--- config.mk ---
export PLATFORM = sky130hd
export DESIGN_NAME = ccs_top
export DESIGN_NICKNAME = d
export VERILOG_FILES = /design/src/include/ccs_pkg.sv /design/src/logic/ccs_counter.sv /design/src/logic/ccs_top.sv
export VERILOG_INCLUDE_DIRS = /design/src /design/src/include
export SDC_FILE = /design/constraint.sdc
export NUM_CORES = 1
export LEC_CHECK = 0
export ABC_AREA = 1
export BUFFER_PORTS_ARGS = -buffer_cell sky130_fd_sc_hd__buf_4
export CORE_AREA = 2 2 97 99
export DETAILED_ROUTE_END_ITERATION = 16
export DIE_AREA = 0 0 99 101
export SYNTH_ARGS = -nofsm -noshare
export SYNTH_HDL_FRONTEND = slang
export SYNTH_SLANG_ARGS = --single-unit
--- constraint.sdc ---
create_clock -name i_sys_clk -period 1.5 [get_ports i_sys_clk]
set_input_delay 0.075 -clock i_sys_clk [delete_from_list [all_inputs] [get_ports i_sys_clk]]
set_output_delay 0.075 -clock i_sys_clk [all_outputs]
set_load 0.005 [all_outputs]
--- src/include/ccs_params.svh ---
// register map, field positions, reset values and limits of clock check
`ifndef CCS_PARAMS_SVH
`define CCS_PARAMS_SVH

`define CCS_ADDR_W 12
`define CCS_OFF_CTRL 12'h000
`define CCS_OFF_CNT_A 12'h004
`define CCS_OFF_CNT_B 12'h008
`define CCS_OFF_CNT_IR 12'h00C
`define CCS_OFF_IRQ_ST 12'h010
`define CCS_OFF_IRQ_MASK 12'h014

`define CCS_B_BAND 7
`define CCS_B_GAIN 6
`define CCS_B_REFOUT 5
`define CCS_B_STABLE 4
`define CCS_B_KIND 3
`define CCS_B_EN 2
`define CCS_B_START 1
`define CCS_B_SEL 0

`define CCS_IRQ_W 2
`define CCS_IRQ_DONE 0
`define CCS_IRQ_STABLE 1

`define CCS_CTRL_RST 8'h00
`define CCS_CTRL_RW_MASK 8'hED
`define CCS_CNT_ZERO 8'h00
`define CCS_CNT_ONE 8'h01
`define CCS_CNT_MAX 8'hFF
`define CCS_IRQ_ZERO 2'h0
`define CCS_DATA_ZERO 32'h0000_0000

`endif

--- src/include/ccs_pkg.sv ---
// types shared by the clock check and select logic
package ccs_pkg;

   // measurement sequencer, one-hot
   typedef enum logic [1:0] {
      CCS_IDLE = 2'b01,
      CCS_RUN = 2'b10
   } ccs_state_t;

   typedef logic [7:0] ccs_count_t;

endpackage

--- src/logic/ccs_counter.sv ---
// one activity counter fed by a sampled oscillator level
`timescale 1ns/1ps
`include "ccs_params.svh"

module ccs_counter
   import ccs_pkg::*;
(
   input wire logic i_sys_clk,
   input wire logic i_resetn,
   input wire logic i_ce,
   input wire logic i_src,
   input wire logic i_gate,
   input wire logic i_clear,
   input wire logic i_run,
   input wire logic i_stop,
   output ccs_count_t o_count,
   output logic o_sat
);

   logic src_s1_q;
   logic src_s2_q;
   logic src_prev_q;
   logic stop_s1_q;
   logic stop_s2_q;
   ccs_count_t count_q;
   logic edge_w;
   logic adv_w;

   // a rising edge of the source counts only while the gate is open
   assign edge_w = src_s2_q & ~src_prev_q & i_gate;
   assign o_sat = (count_q == `CCS_CNT_MAX);
   assign adv_w = edge_w & i_run & ~o_sat & ~stop_s2_q;
   assign o_count = count_q;

   // stop is resynchronised on the source's own edges, so it lags a little
   always_ff @(posedge i_sys_clk) begin
      if (!i_resetn) begin
         src_s1_q <= 1'b0;
         src_s2_q <= 1'b0;
         src_prev_q <= 1'b0;
         stop_s1_q <= 1'b0;
         stop_s2_q <= 1'b0;
         count_q <= `CCS_CNT_ZERO;
      end else if (i_ce) begin
         src_s1_q <= i_src;
         src_s2_q <= src_s1_q;
         src_prev_q <= src_s2_q;
         if (i_clear) begin
            count_q <= `CCS_CNT_ZERO;
            stop_s1_q <= 1'b0;
            stop_s2_q <= 1'b0;
         end else if (edge_w) begin
            stop_s1_q <= i_stop;
            stop_s2_q <= stop_s1_q;
            if (adv_w) begin
               count_q <= count_q + `CCS_CNT_ONE;
            end
         end
      end
   end

endmodule

--- src/logic/ccs_top.sv ---
// clock check and select: control register, check counters, clock steering
`timescale 1ns/1ps
`include "ccs_params.svh"

module ccs_top
   import ccs_pkg::*;
(
   input wire logic i_sys_clk,
   input wire logic i_resetn,
   input wire logic i_ce,
   input wire logic i_psel,
   input wire logic i_penable,
   input wire logic i_pwrite,
   input wire logic [`CCS_ADDR_W-1:0] i_paddr,
   input wire logic [31:0] i_pwdata,
   output logic [31:0] o_prdata,
   output logic o_pready,
   output logic o_pslverr,
   input wire logic i_crystal_osc_a,
   input wire logic i_crystal_osc_b,
   input wire logic i_internal_ref_clk,
   input wire logic i_osc_a_stable,
   output logic o_osc_a_freq_band,
   output logic o_osc_a_high_gain,
   output logic o_osc_a_source_kind,
   output logic o_external_ref_clock_out,
   output logic o_clock_generator_ext_in,
   output logic o_time_of_day_clk,
   output logic o_irq
);

   // true when an address selects the given register word
   function automatic logic reg_hit(input logic [`CCS_ADDR_W-1:0] addr,
                                    input logic [`CCS_ADDR_W-1:0] off);
      reg_hit = (addr == off);
   endfunction

   ccs_state_t state_q;
   ccs_state_t state_d;
   logic [7:0] ctrl_q;
   logic clear_q;
   logic stable_prev_q;
   logic [`CCS_IRQ_W-1:0] irq_st_q;
   logic [`CCS_IRQ_W-1:0] irq_st_d;
   logic [`CCS_IRQ_W-1:0] irq_mask_q;
   logic [31:0] prdata_q;
   logic pslverr_q;
   ccs_count_t cnt_a;
   ccs_count_t cnt_b;
   ccs_count_t cnt_ir;
   logic sat_a;
   logic sat_b;
   logic sat_ir;

   // address decode
   logic hit_ctrl;
   logic hit_cnt_a;
   logic hit_cnt_b;
   logic hit_cnt_ir;
   logic hit_st;
   logic hit_mask;
   logic mapped;
   logic setup_w;
   logic access_w;
   logic wr_ctrl;
   logic wr_st;
   logic wr_mask;
   logic start_w;
   logic busy_w;
   logic any_sat;
   logic done_w;
   logic stable_rise;
   logic [7:0] ctrl_view;
   logic [7:0] rd_byte;
   logic [`CCS_IRQ_W-1:0] ev_w;
   logic [`CCS_IRQ_W-1:0] st_clr;

   assign hit_ctrl = reg_hit(i_paddr, `CCS_OFF_CTRL);
   assign hit_cnt_a = reg_hit(i_paddr, `CCS_OFF_CNT_A);
   assign hit_cnt_b = reg_hit(i_paddr, `CCS_OFF_CNT_B);
   assign hit_cnt_ir = reg_hit(i_paddr, `CCS_OFF_CNT_IR);
   assign hit_st = reg_hit(i_paddr, `CCS_OFF_IRQ_ST);
   assign hit_mask = reg_hit(i_paddr, `CCS_OFF_IRQ_MASK);
   assign mapped = hit_ctrl | hit_cnt_a | hit_cnt_b | hit_cnt_ir |
                   hit_st | hit_mask;
   assign setup_w = i_psel & ~i_penable;
   assign access_w = i_psel & i_penable;
   assign wr_ctrl = access_w & i_pwrite & hit_ctrl;
   assign wr_st = access_w & i_pwrite & hit_st;
   assign wr_mask = access_w & i_pwrite & hit_mask;

   // a one in the start bit restarts; a zero is ignored
   assign start_w = wr_ctrl & i_pwdata[`CCS_B_START];
   assign busy_w = (state_q == CCS_RUN);
   assign any_sat = sat_a | sat_b | sat_ir;
   // the counts of the previous run are ignored in the clearing cycle
   assign done_w = busy_w & any_sat & ~clear_q;
   assign stable_rise = i_osc_a_stable & ~stable_prev_q;

   // control as read: live stable flag and running status
   always_comb begin
      ctrl_view = ctrl_q;
      ctrl_view[`CCS_B_STABLE] = i_osc_a_stable;
      ctrl_view[`CCS_B_START] = busy_w;
   end

   // read data selection
   assign rd_byte = hit_ctrl ? ctrl_view :
                    hit_cnt_a ? cnt_a :
                    hit_cnt_b ? cnt_b :
                    hit_cnt_ir ? cnt_ir :
                    hit_st ? {6'h00, irq_st_q} :
                    hit_mask ? {6'h00, irq_mask_q} : `CCS_CNT_ZERO;

   // sticky events, a new event beats a simultaneous clear
   assign ev_w[`CCS_IRQ_DONE] = done_w;
   assign ev_w[`CCS_IRQ_STABLE] = stable_rise;
   assign st_clr = wr_st ? i_pwdata[`CCS_IRQ_W-1:0] : `CCS_IRQ_ZERO;
   assign irq_st_d = (irq_st_q & ~st_clr) | ev_w;

   // measurement sequencer
   always_comb begin
      state_d = state_q;
      case (state_q)
         CCS_IDLE: begin
            if (start_w) begin
               state_d = CCS_RUN;
            end
         end
         CCS_RUN: begin
            if (start_w) begin
               state_d = CCS_RUN;
            end else if (done_w) begin
               state_d = CCS_IDLE;
            end
         end
         default: begin
            state_d = CCS_IDLE;
         end
      endcase
   end

   // control and sequencer registers
   always_ff @(posedge i_sys_clk) begin
      if (!i_resetn) begin
         state_q <= CCS_IDLE;
         ctrl_q <= `CCS_CTRL_RST;
         clear_q <= 1'b0;
         stable_prev_q <= 1'b0;
      end else if (i_ce) begin
         state_q <= state_d;
         clear_q <= start_w;
         stable_prev_q <= i_osc_a_stable;
         if (wr_ctrl) begin
            ctrl_q <= i_pwdata[7:0] & `CCS_CTRL_RW_MASK;
         end
      end
   end

   // interrupt registers
   always_ff @(posedge i_sys_clk) begin
      if (!i_resetn) begin
         irq_st_q <= `CCS_IRQ_ZERO;
         irq_mask_q <= `CCS_IRQ_ZERO;
      end else if (i_ce) begin
         irq_st_q <= irq_st_d;
         if (wr_mask) begin
            irq_mask_q <= i_pwdata[`CCS_IRQ_W-1:0];
         end
      end
   end

   // read data and error are captured in the setup cycle
   always_ff @(posedge i_sys_clk) begin
      if (!i_resetn) begin
         prdata_q <= `CCS_DATA_ZERO;
         pslverr_q <= 1'b0;
      end else if (i_ce && setup_w) begin
         prdata_q <= {24'h00_0000, rd_byte};
         pslverr_q <= ~mapped;
      end
   end

   assign o_prdata = prdata_q;
   assign o_pready = 1'b1;
   assign o_pslverr = pslverr_q & access_w;

   // oscillator configuration and steering
   assign o_osc_a_freq_band = ctrl_q[`CCS_B_BAND];
   assign o_osc_a_high_gain = ctrl_q[`CCS_B_GAIN];
   assign o_osc_a_source_kind = ctrl_q[`CCS_B_KIND];
   assign o_external_ref_clock_out = i_crystal_osc_a &
                                     ctrl_q[`CCS_B_REFOUT];
   assign o_clock_generator_ext_in = ctrl_q[`CCS_B_SEL] ?
                                     i_crystal_osc_a :
                                     i_crystal_osc_b;
   assign o_time_of_day_clk = i_crystal_osc_a;
   assign o_irq = |(irq_st_q & irq_mask_q);

   // first oscillator counter
   ccs_counter u_cnt_a (
      .i_sys_clk(i_sys_clk),
      .i_resetn(i_resetn),
      .i_ce(i_ce),
      .i_src(i_crystal_osc_a),
      .i_gate(ctrl_q[`CCS_B_EN]),
      .i_clear(clear_q),
      .i_run(busy_w),
      .i_stop(any_sat),
      .o_count(cnt_a),
      .o_sat(sat_a)
   );

   // second oscillator counter
   ccs_counter u_cnt_b (
      .i_sys_clk(i_sys_clk),
      .i_resetn(i_resetn),
      .i_ce(i_ce),
      .i_src(i_crystal_osc_b),
      .i_gate(ctrl_q[`CCS_B_EN]),
      .i_clear(clear_q),
      .i_run(busy_w),
      .i_stop(any_sat),
      .o_count(cnt_b),
      .o_sat(sat_b)
   );

   // internal reference counter
   ccs_counter u_cnt_ir (
      .i_sys_clk(i_sys_clk),
      .i_resetn(i_resetn),
      .i_ce(i_ce),
      .i_src(i_internal_ref_clk),
      .i_gate(ctrl_q[`CCS_B_EN]),
      .i_clear(clear_q),
      .i_run(busy_w),
      .i_stop(any_sat),
      .o_count(cnt_ir),
      .o_sat(sat_ir)
   );

   // a control write reaches the range and gain pins one cycle later
   cfg_pins_a: assert property (
      @(posedge i_sys_clk) disable iff (!i_resetn)
      (i_ce && wr_ctrl) |=>
      (o_osc_a_freq_band == $past(i_pwdata[`CCS_B_BAND]) &&
       o_osc_a_high_gain == $past(i_pwdata[`CCS_B_GAIN])))
      else $error("range or gain pin does not follow control write");

   // reference output stays low while its enable is clear
   refout_gate_a: assert property (
      @(posedge i_sys_clk) disable iff (!i_resetn)
      !ctrl_q[`CCS_B_REFOUT] |-> !o_external_ref_clock_out)
      else $error("reference output active while disabled");

   // steering picks the second oscillator when the select bit is low
   steer_mux_a: assert property (
      @(posedge i_sys_clk) disable iff (!i_resetn)
      o_clock_generator_ext_in ==
      (ctrl_q[`CCS_B_SEL] ? i_crystal_osc_a : i_crystal_osc_b))
      else $error("generator input steered to wrong oscillator");

   // a start write zeroes all three counters two enabled cycles later
   start_clear_a: assert property (
      @(posedge i_sys_clk) disable iff (!i_resetn)
      (i_ce && start_w) ##1 i_ce |=>
      (cnt_a == `CCS_CNT_ZERO && cnt_b == `CCS_CNT_ZERO &&
       cnt_ir == `CCS_CNT_ZERO && busy_w))
      else $error("counters not cleared or run not started");

   // saturation ends the run on the next enabled edge
   sat_done_a: assert property (
      @(posedge i_sys_clk) disable iff (!i_resetn)
      (i_ce && done_w && !start_w) |=> (!busy_w && irq_st_q[`CCS_IRQ_DONE]))
      else $error("run not ended or done flag not set");

   // writing zero to the start bit never stops a run
   zero_write_a: assert property (
      @(posedge i_sys_clk) disable iff (!i_resetn)
      (busy_w && wr_ctrl && !i_pwdata[`CCS_B_START] && !done_w) |=> busy_w)
      else $error("start bit cleared by a zero write");

   // a closed gate holds the first counter still
   gate_hold_a: assert property (
      @(posedge i_sys_clk) disable iff (!i_resetn)
      (!ctrl_q[`CCS_B_EN] && !clear_q) |=> (cnt_a == $past(cnt_a)))
      else $error("counter moved with inputs gated off");

   // an unmasked event raises the interrupt on the next enabled edge
   irq_level_a: assert property (
      @(posedge i_sys_clk) disable iff (!i_resetn)
      (i_ce && |(ev_w & irq_mask_q) && !wr_mask) |=> o_irq)
      else $error("unmasked event did not raise the interrupt");

   // an unmapped address answers with an error in the access cycle
   unmapped_err_a: assert property (
      @(posedge i_sys_clk) disable iff (!i_resetn)
      (i_ce && setup_w && !mapped) ##1 access_w |-> o_pslverr)
      else $error("unmapped access not flagged");

endmodule

==> metrics.md, run 1 <==
| Metric | Value |
|---|---|
| Status | finished, violations left |
| Failing checks | negative setup slack |
| Critical Path Most Common Cell | nand2_2 |
| TritonCTS clock tree | built |
| Vias in the first global route | 3245 |
| Core Util, Final | 0.5180 |
| DRT Pass-1 Iters | 4 |
| Grt total ovfl | 0 |
| CP required | 1770 ps |
| Min Tclk post-route | 1573 ps |
| Maximum vdd drop | 0.4520 mV |
| Gr busiest metal | met2 |
| Dpl cells | 678 |
| Die H | 101 µm |
| DRT iter0 DRCs | 103 |
| Hold/Removal Path Class | input pin to register |
| #FFs+latches synth | 62 |
| Via count | 3365 |
| Max frequency | 635.7 MHz |
| Most frequent cell after synthesis | nand2_1 |
| CP top delay family | simple AND/OR/NAND/NOR gates |
| Commonest cells post-synth | nand2_1, nor2_1, dfxtp_1, inv_1, nand3_1 |
| Final WL | 9.123 mm |
| Placed instance area | 4108 µm² |
| Largest net degree at the start of global routing | 26 |
| Max Clock Skew | 3.897 ps |
| HP Start | i_osc_a_stable |
| Nets | 656 |
| Worst setup margin | -73.08 ps |
| Most used DFF post-synth | dfxtp_1 |
| Share of cells above drive strength 1 | 0.3012 |
| H-tree depth | 3 |
| Met2 Track Usage GR | 0.3321 |
| CP Data Arrival Time | 1850 ps |
| Fin Setup TNS | -240.8 ps |
| IO Pins | 95 |
| Maximum clock path buffer count | 2 |
| RSZ-0062 raised after global routing | true |
| Final Non-Filler Cells | 712 |
| Routed wire per std cell | 12.81 µm |
| Final period utilization | 1.049 |
| Sink Count | 62 |
| Fillcell total | 841 |
| Number of CTS-inserted buffers | 9 |
| Vias per std cell | 4.726 |
| Initial antenna violation count | 0 |
| Hold Vio Cnt, Final | 0 |
| Unique cell type count in the Yosys netlist | 45 |
| Diode count | 0 |
| PD cells | 724.3 nW/µm² |
| Crit Path Class | register to register |
| Post-route DRC violation count | 0 |
| CP Launch Type | register |
| Initial core utilization | 0.3889 |
| Top area cells in the synthesized netlist | dfxtp_1, nand2_1, nor2_1 |
| Port Buffers | 44 |
| Max stage delay on crit path | 350 ps |
| Post-synthesis sequential area ratio | 0.3556 |
| Gate Count Post-Synth | 497 |
| Die X | 99 µm |
| Die Area | 9999 µm² |
| Share of the synthesized area in the top cell type | 0.3556 |
| Crit path max fanout | 6 |
| Slew Viols, Final | 0 |
| Cells along the critical path | ha_4, nand2_2, nor2_2, nand3b_1, buf_4, nand3_4, nand2_4, buf_6, inv_4, nand2_2, a21oi_2 |
| # setup viols final | 5 |
| Total of max-cap violations | 0 |
| GP Congestion | 0.8883 |
| Global routing usage on met1 | 0.2196 |
| Area growth from synthesis to layout | 33.23% |
| First-pass GRT wire length | 14.84 mm |
| Mapped Avg Cell Area | 7.024 µm² |
| CTS root buffer | clkbuf_8 |
| Buf/Inv on CP | 3 |
| Rows | 35 |
| Asr flop ratio synth | 0 |
| Design area | 4651 µm² |
| Total GRT Usage | 0.1875 |
| Worst path slowest cell | dfxtp_2 |
| Synthesis Warnings | 0 |
| Core Area | 8977 µm² |
| Yosys top cell by area | dfxtp_1 |
| Number of synthesized flops with an enable pin | 0 |
| Met3 GRT Util | 0.04993 |
| Critical Path Start | u_cnt_ir.o_count[1]$_SDFFE_PN0P_ |
| Detail Route Antenna Nets | 0 |
| CP Capture Type | register |
| Critical R2R Launch | u_cnt_ir.o_count[1]$_SDFFE_PN0P_ |
| Post-DP HPWL | 6.771 mm |
| Skew-Pair Late Insertion Delay | 340 ps |
| Lkg Pwr | 2.081 nW |
| Clock transition at path regs | 70 ps |
| Post-Syn Area | 3491 µm² |
-- placed cells by master (no fill, tap or decap), drive strengths merged, types with 2 or more instances in the layout --
master | Yosys | final
conb | 2 | 25
clkinv | 2 | 3
and3 | 3 | 3
ha | 5 | 5
nand2 | 92 | 92
buf | 32 | 93
o21ai | 36 | 36
or2 | 5 | 5
nor2 | 79 | 79
dlygate4sd3 | 0 | 10
a21oi | 40 | 40
inv | 54 | 54
xor2 | 3 | 3
nand4 | 5 | 5
dfxtp | 62 | 62
clkbuf | 5 | 14
o21a | 6 | 6
nand3b | 2 | 2
nand3 | 51 | 51
nor3 | 7 | 7
-- stage by stage --
stage | hold slack (ps) | setup slack [ps] | power [mW]
global route | 39.68 | -135.3 | 3.528
floorplan | 209.9 | 41.34 | 1.959
finish | 20.91 | -73.08 | 3.368
detailed placement | 305.3 | -81.84 | 2.053
global placement | 300.4 | -47.94 | 2.044
CTS | 5.870 | 0.5086 | 3.385
-- power by group --
part           leakage, nW  internal, mW  switching, mW  total (mW)
Clock               0.0865         0.681          0.633        1.31
Combinational         1.49         0.157          0.199       0.355
Sequential           0.506          1.68         0.0204        1.70
Total                 2.08          2.52          0.853        3.37
-- sequential cells by signal, indices dropped and copies added, names as in the netlist, 2 cells and up --
name	flops
ctrl_q	6
u_cnt_b.o_count	8
state_q	2
u_cnt_ir.o_count	8
irq_st_q	2
irq_mask_q	2
o_prdata	8
u_cnt_a.o_count	8
-- worst paths after layout --
kind / to / slack [ps] / cells past startpoint
max reg2reg: u_cnt_ir.o_count[1]$_SDFFE_PN0P_ / -70 / 11
min: stable_prev_q$_SDFFE_PN0P_ / 20 / 3
max: u_cnt_ir.o_count[1]$_SDFFE_PN0P_ / -70 / 11
min reg2reg: stable_prev_q$_SDFFE_PN0P_ / 460 / 2
-- timing repair --
action,4_1_cts,5_1_grt
gates resized for setup,22,34
hold buffers,10,0
setup buffers,5,4
hold endpoints to repair,10,0
setup endpoints to repair,8,18
pin swaps,9,18
-- cell families (layout without fill, tap and decap cells) --
| logic type | after synthesis | after routing | synth area share |
|---|---|---|---|
| AOI/OAI and AO/OA | 87 | 87 | 0.1355 |
| xor gates and xnor gates | 3 | 3 | 0.007528 |
| adders and majority gates | 5 | 5 | 0.01792 |
| buffers and inverters | 93 | 174 | 0.1330 |
| DFF | 62 | 62 | 0.3556 |
| other | 2 | 25 | 0.002151 |
| and+or+nand+nor | 245 | 245 | 0.3484 |
-- worst reg2reg max path, stage by stage, from the launching register on --
cell and delay (ps):
dfxtp_2 350, ha_4 140, nand2_2 50, nor2_2 140, nand3b_1 150, buf_4 170, nand3_4 60, nand2_4 90
buf_6 150, inv_4 50, nand2_2 50, a21oi_2 120
-- area by class of cell --
type / instances / area, µm² / area share
Clock buffer: 14 / 162.7 / 0.03497
Clock inverter: 1 / 5.005 / 0.001076
Inverter: 56 / 217.7 / 0.04681
Multi-Input combinational cell: 365 / 2059 / 0.4428
Sequential cell: 62 / 1252 / 0.2693
Tap cell: 111 / 138.9 / 0.02986
Timing Repair Buffer: 103 / 814.5 / 0.1751
-- per-layer routing --
layer,vias to the layer above,wire (µm)
met5,-,0
met2,73,4636
met3,10,345
met1,1517,3988
li1,1765,-
met4,0,153
Note: power is estimated with default switching activity, not from simulation.
==> inputs of run 2 (changes only) <==
--- a/config.mk
+++ b/config.mk
@@ -8,9 +8,12 @@
 export LEC_CHECK = 0
 export ABC_AREA = 1
 export BUFFER_PORTS_ARGS = -buffer_cell sky130_fd_sc_hd__buf_4
-export CORE_AREA = 2 2 97 99
+export CELL_PAD_IN_SITES_DETAIL_PLACEMENT = 0
+export CELL_PAD_IN_SITES_GLOBAL_PLACEMENT = 1
+export CORE_AREA = 2 2 106 108
 export DETAILED_ROUTE_END_ITERATION = 16
-export DIE_AREA = 0 0 99 101
+export DIE_AREA = 0 0 108 110
+export PLACE_DENSITY_LB_ADDON = 0.1
 export SYNTH_ARGS = -nofsm -noshare
 export SYNTH_HDL_FRONTEND = slang
 export SYNTH_SLANG_ARGS = --single-unit
==> run 2 against run 1 <==
The flow still finishes with violations (negative setup slack). Critical path depth fell by 1. Count of clock-buffer cells in the layout fell by 3. Highest routed layer unchanged. Wire length rose by 8.6%. Combinational power rose by 1%. Critical path type unchanged.
==> metrics.md, run 2 (same netlist as run 1, synthesis figures left out) <==
| Metric | Value |
|---|---|
| Critical Path Start | u_cnt_ir.o_count[0]$_SDFFE_PN0P_ (was u_cnt_ir.o_count[1]$_SDFFE_PN0P_) |
| Share of cells above drive strength 1 | 0.3123 (was 0.3012) |
| Via count | 3445 (was 3365) |
| CP Capture Type | register (unchanged) |
| Hold/Removal Path Class | input pin to register (unchanged) |
| Rows | 38 (was 35) |
| Pwr Total | 3.523 mW (was 3.368 mW) |
| Area growth from synthesis to layout | 36.45% (was 33.23%) |
| R2r setup slk | -50 ps (was -70 ps) |
| CP Data Arrival Time | 1790 ps (was 1850 ps) |
| DRT iter0 DRCs | 140 (was 103) |
| Die Area | 11880 µm² (was 9999 µm²) |
| R2r endpoint | u_cnt_ir.o_count[6]$_SDFFE_PN0P_ (was u_cnt_ir.o_count[1]$_SDFFE_PN0P_) |
| Routed wire per std cell | 13.35 µm (was 12.81 µm) |
| Most frequent cells in the layout | buf_4, nand2_1, nor2_1, dfxtp_1, inv_1 (unchanged) |
| Post-route DRC violation count | 0 (unchanged) |
| Total GRT Usage | 0.1735 (was 0.1875) |
| Hold Vio Cnt, Final | 0 (unchanged) |
| CP Launch Type | register (unchanged) |
| Final period utilization | 1.036 (was 1.049) |
| Crit path to | u_cnt_ir.o_count[6]$_SDFFE_PN0P_ (was u_cnt_ir.o_count[1]$_SDFFE_PN0P_) |
| Final WL | 9.908 mm (was 9.123 mm) |
| DRT Pass-1 Iters | 4 (unchanged) |
| First-pass GRT wire length | 15.95 mm (was 14.84 mm) |
| Crit path max fanout | 5 (was 6) |
| Slew Viols, Final | 0 (unchanged) |
| Detail Route Antenna Nets | 0 (unchanged) |
| PD cells | 739.7 nW/µm² (was 724.3 nW/µm²) |
| Post-DP HPWL | 7.460 mm (was 6.771 mm) |
| Fillcell total | 1127 (was 841) |
| GP Congestion | 0.8571 (was 0.8883) |
| # setup viols final | 1 (was 5) |
| Maximum vdd drop | 0.4449 mV (was 0.4520 mV) |
| Maximum clock path buffer count | 2 (unchanged) |
| Pre-CTS WS | -120.9 ps (was -81.84 ps) |
| Lkg Pwr | 2.129 nW (was 2.081 nW) |
| Skew-Pair Late Insertion Delay | 340 ps (about the same) |
| Critical R2R Launch | u_cnt_ir.o_count[0]$_SDFFE_PN0P_ (was u_cnt_ir.o_count[1]$_SDFFE_PN0P_) |
| Grt total ovfl | 0 (unchanged) |
| Diode count | 0 (unchanged) |
| Vias per std cell | 4.643 (was 4.726) |
| CP required | 1730 ps (was 1770 ps) |
| Port Buffers | 44 (unchanged) |
| Worst setup margin | -54.13 ps (was -73.08 ps) |
| Crit Path Class | register to register (unchanged) |
| Number of CTS-inserted buffers | 9 (unchanged) |
| Clock transition at path regs | 70 ps (about the same) |
| Largest net degree at the start of global routing | 26 (unchanged) |
| Sink Count | 62 (unchanged) |
| Initial core utilization | 0.3263 (was 0.3889) |
| Core Area | 10700 µm² (was 8977 µm²) |
| WHS | 20.73 ps (was 20.91 ps) |
| Initial antenna violation count | 0 (unchanged) |
| Max frequency | 643.4 MHz (was 635.7 MHz) |
| IO Pins | 95 (unchanged) |
| H-tree depth | 3 (unchanged) |
| Min Tclk post-route | 1554 ps (was 1573 ps) |
| Die X | 108 µm (was 99 µm) |
| Worst hold path cell count | 3 (unchanged) |
| CTS root buffer | clkbuf_8 (unchanged) |
| Vias in the first global route | 3258 (was 3245) |
| Failing checks | negative setup slack (unchanged) |
| TritonCTS clock tree | built (unchanged) |
| Worst r2r path cells | 10 (was 11) |
| Nets | 657 (was 656) |
| Total of max-cap violations | 0 (unchanged) |
| Status | finished, violations left (unchanged) |
| Die H | 110 µm (was 101 µm) |
| Commonest non-fill, non-tap cell in the layout | buf_4 (unchanged) |
| Max Clock Skew | 12.39 ps (was 3.897 ps) |
| RSZ-0062 raised after global routing | true (unchanged) |
[run 2: changes by cell type in the layout (fill, tap and decap cells not counted), moves of 2 or more]
cell	before	now
nor2_2	7	2
a21oi_1	38	35
nor2_4	6	11
buf_4	91	94
clkbuf_1	3	1
a21oi_2	2	5
[run 2: how the worst min path moves through the flow]
stage,from,to,slack [ps]
6_report,i_pwdata[0],irq_mask_q[0]$_SDFFE_PN0P_,20
3_3_place_gp,i_internal_ref_clk,u_cnt_ir.src_s1_q$_SDFFE_PN0P_,300
3_5_place_dp,i_internal_ref_clk,u_cnt_ir.src_s1_q$_SDFFE_PN0P_,310
5_1_grt,i_pwdata[0],irq_mask_q[0]$_SDFFE_PN0P_,20
4_1_cts,i_pwdata[0],ctrl_q[0]$_SDFFE_PN0P_,10
2_1_floorplan,i_pwdata[0],irq_mask_q[0]$_SDFFE_PN0P_,210
[run 2: critical path, cell delays in order (launching register included)]
cell and delay [ps]:
dfxtp_2 330, ha_4 170, nand2_4 60, nor2_4 30
nand3b_1 150, nand3_2 130, nand2_4 130, buf_4 130
nand3_1 70, o21ai_0 180, a21oi_1 60
[run 2: where the power goes]
part	switching [mW]	internal, mW	total, mW
clock network	0.667	0.799	1.47
registers	0.0204	1.68	1.70
logic	0.205	0.155	0.360
[run 2: stage by stage]
stage / setup TNS (ps) / area (µm²) / util / instances
2_1_floorplan: 0 / 3577 / - / 520
3_5_place_dp: -498.2 / 4189 / 0.3916 / 713
5_1_grt: -609.6 / 4763 / 0.4453 / 742
4_1_cts: -30.76 / 4618 / 0.4317 / 739
6_report: -54.13 / 4763 / 0.4453 / 742
3_3_place_gp: -541.9 / 4189 / 0.3916 / 713
[run 2: per-layer routing]
layer,part of all wire,vias to the layer above,track usage
li1,-,1772,-
met5,0,-,0
met1,0.47,1617,0.2218
met2,0.49,47,0.2969
met4,0.014,0,0.05220
met3,0.024,9,0.03410
[run 2: final cells by class]
type	instances	area, µm²	area share
Clock buffer	11	141.4	0.02968
Sequential cell	62	1255	0.2635
Clock inverter	4	47.55	0.009982
Tap cell	140	175.2	0.03677
Timing Repair Buffer	104	815.8	0.1713
Multi-Input combinational cell	365	2111	0.4431
Inverter	56	217.7	0.04571
[run 2: repair_timing]
item / CTS / global route
gates resized for setup: 36 / 30
endpoints found under the setup margin: 13 / 19
pin swaps: 17 / 20
hold endpoints to repair: 9 / 0
gates cloned: 0 / 0
setup buffers: 2 / 3
hold buffers: 9 / 0
==> inputs of run 3 (changes only) <==
==> constraint.sdc (replaced) <==
create_clock -name i_sys_clk -period 1.5 [get_ports i_sys_clk]
set_input_delay 0.3 -clock i_sys_clk [delete_from_list [all_inputs] [get_ports i_sys_clk]]
set_output_delay 0.3 -clock i_sys_clk [all_outputs]
set_load 0.005 [all_outputs]
==> run 3 against run 2 <==
The run still ends with negative setup slack left. Clock skew is 4.5 ps lower. Clock power decreased by 9.5%. Count of clock-buffer cells in the layout grew 3. Sequential power hardly changed. Core utilization grew 0.34 points. Combinational power is essentially flat. Largest cell class unchanged.
==> metrics.md, run 3 (same netlist as run 1, synthesis figures left out) <==
| Metric | Value |
|---|---|
| Initial antenna violation count | 0 (unchanged) |
| Grt total ovfl | 0 (unchanged) |
| Post-route DRC violation count | 0 (unchanged) |
| First-pass GRT wire length | 15.61 mm (was 15.95 mm) |
| Design area | 4800 µm² (was 4763 µm²) |
| Clock transition at path regs | 70 ps (about the same) |
| Initial core utilization | 0.3263 (unchanged) |
| Core Util, Final | 0.4487 (was 0.4453) |
| RSZ-0062 raised after global routing | true (unchanged) |
| Min Tclk post-route | 1507 ps (was 1554 ps) |
| TritonCTS clock tree | built (unchanged) |
| CP required | 1750 ps (was 1730 ps) |
| CTS root buffer | clkbuf_8 (unchanged) |
| Sequential cell area | 1252 µm² (was 1255 µm²) |
| Clock share of power | 0.392 (was 0.416) |
| Sink Count | 62 (unchanged) |
| IO Pins | 95 (unchanged) |
| Internal | 2.518 mW (was 2.631 mW) |
| Crit path max fanout | 5 (unchanged) |
| Detail Route Antenna Nets | 0 (unchanged) |
| Fillcell total | 1119 (was 1127) |
| Hold Vio Cnt, Final | 0 (unchanged) |
| Largest net degree at the start of global routing | 26 (unchanged) |
| Switching share of power | 0.2573 (was 0.2534) |
| Routed wire per std cell | 12.99 µm (was 13.35 µm) |
| Worst setup margin | -6.654 ps (was -54.13 ps) |
| Final period utilization | 1.004 (was 1.036) |
| Diode count | 0 (unchanged) |
| Failing checks | negative setup slack (unchanged) |
| Max frequency | 663.7 MHz (was 643.4 MHz) |
| Hold/Removal Path Class | input pin to register (unchanged) |
| Die H | 110 µm (unchanged) |
| Placed instance area | 4279 µm² (was 4189 µm²) |
| Lkg Pwr | 2.140 nW (was 2.129 nW) |
| Maximum vdd drop | 0.5238 mV (was 0.4449 mV) |
| Multi-input gate area | 2106 µm² (was 2111 µm²) |
| DRT iter0 DRCs | 113 (was 140) |
| Status | finished, violations left (unchanged) |
| Max Clock Skew | 7.892 ps (was 12.39 ps) |
| Pwr Total | 3.391 mW (was 3.523 mW) |
| Area growth from synthesis to layout | 37.49% (was 36.45%) |
| Most frequent cells in the layout | buf_4, nand2_1, nor2_1, dfxtp_1, inv_1 (unchanged) |
| Share of cells above drive strength 1 | 0.3480 (was 0.3123) |
| Post-DP HPWL | 7.482 mm (was 7.460 mm) |
| Net switching power | 0.8727 mW (was 0.8928 mW) |
| Total of max-cap violations | 0 (unchanged) |
| PD cells | 706.5 nW/µm² (was 739.7 nW/µm²) |
| GP Congestion | 0.8311 (was 0.8571) |
| Sequential Power Share | 0.501 (was 0.482) |
| Final WL | 9.770 mm (was 9.908 mm) |
| Number of CTS-inserted buffers | 9 (unchanged) |
| Vias per std cell | 4.527 (was 4.643) |
| Total GRT Usage | 0.1723 (was 0.1735) |
| WHS | 172.0 ps (was 20.73 ps) |
| Slew Viols, Final | 0 (unchanged) |
| Die X | 108 µm (unchanged) |
| Commonest non-fill, non-tap cell in the layout | buf_4 (unchanged) |
| Skew-Pair Late Insertion Delay | 350 ps (was 340 ps) |
| Comb pwr share | 0.107 (was 0.102) |
| Maximum clock path buffer count | 2 (unchanged) |
| Die Area | 11880 µm² (unchanged) |
| CP Data Arrival Time | 1760 ps (was 1790 ps) |
| Via count | 3404 (was 3445) |
| CP Launch Type | register (unchanged) |
| Port Buffers | 44 (unchanged) |
| Crit Path Class | register to register (unchanged) |
| H-tree depth | 3 (unchanged) |
| Vias in the first global route | 3191 (was 3258) |
| Pre-CTS WS | -183.3 ps (was -120.9 ps) |
| Nets | 667 (was 657) |
| CP Capture Type | register (unchanged) |
| Rows | 38 (unchanged) |
| DRT Pass-1 Iters | 5 (was 4) |
| Core Area | 10700 µm² (unchanged) |
| # setup viols final | 1 (unchanged) |
## run 3: cell types whose count changed in the layout (fill, tap and decap cells not counted), sizes merged
cell         delta
bufinv          -1
clkinv          -1
buf            +19
clkinvlp        -1
dlygate4sd3     -9
clkbuf          +3
## run 3: per-stage QoR
step,std cells,TNS (ps)
finish,752,-6.654
global route,752,-596.4
CTS,744,-142.4
global placement,725,-1963
detailed placement,725,-2490
floorplan,520,0
## run 3: final cells by class
| class | instances | share of cell area |
|---|---|---|
| Multi-Input combinational cell | 365 | 0.4387 |
| Sequential cell | 62 | 0.2609 |
| Timing Repair Buffer | 114 | 0.1825 |
| Inverter | 56 | 0.04640 |
| Tap cell | 140 | 0.03650 |
| Clock buffer | 14 | 0.03389 |
| Clock inverter | 1 | 0.001043 |
## run 3: critical path, cell delays in order (launching register included)
cell and delay [ps]:
dfxtp_2 340, ha_4 160, nand2_2 60, nor2_2 40
nand3b_1 170, nand3_2 140, nand2_4 120, nand2_2 80
nor2_2 100, xor2_1 150, nor2_1 50
## run 3: repair_timing
item | CTS | global route
hold buffers | 0 | 0
setup endpoints to repair | 15 | 26
endpoints found under the hold margin | 0 | 0
gates resized for setup | 15 | 57
setup buffers | 4 | 8
pin swaps | 9 | 28
## run 3: worst paths after layout
kind / from / to / slack, ps / cells past startpoint
setup / recovery: u_cnt_ir.o_count[1]$_SDFFE_PN0P_ / u_cnt_ir.o_count[5]$_SDFFE_PN0P_ / -7 / 10
hold / removal: i_internal_ref_clk / u_cnt_ir.src_s1_q$_SDFFE_PN0P_ / 170 / 3
setup reg to reg: u_cnt_ir.o_count[1]$_SDFFE_PN0P_ / u_cnt_ir.o_count[5]$_SDFFE_PN0P_ / -7 / 10
hold reg to reg: stable_prev_q$_SDFFE_PN0P_ / stable_prev_q$_SDFFE_PN0P_ / 460 / 2
## run 3: power by group through the flow
stage	registers [mW]	logic (mW)	clock network [mW]
floorplan	1.73	0.230	0
global placement	1.73	0.344	0
detailed placement	1.73	0.348	0
CTS	1.69	0.351	1.38
global route	1.70	0.407	1.45
finish	1.70	0.362	1.33
## run 3: per-layer routing
layer  routed length (µm)  global-route usage  vias up
met5                    0                   0        -
met4                   91             0.03571        0
met3                  286             0.04409       10
met2                 4926              0.2992       45
met1                 4467              0.2167     1574
li1                     -                   -     1775
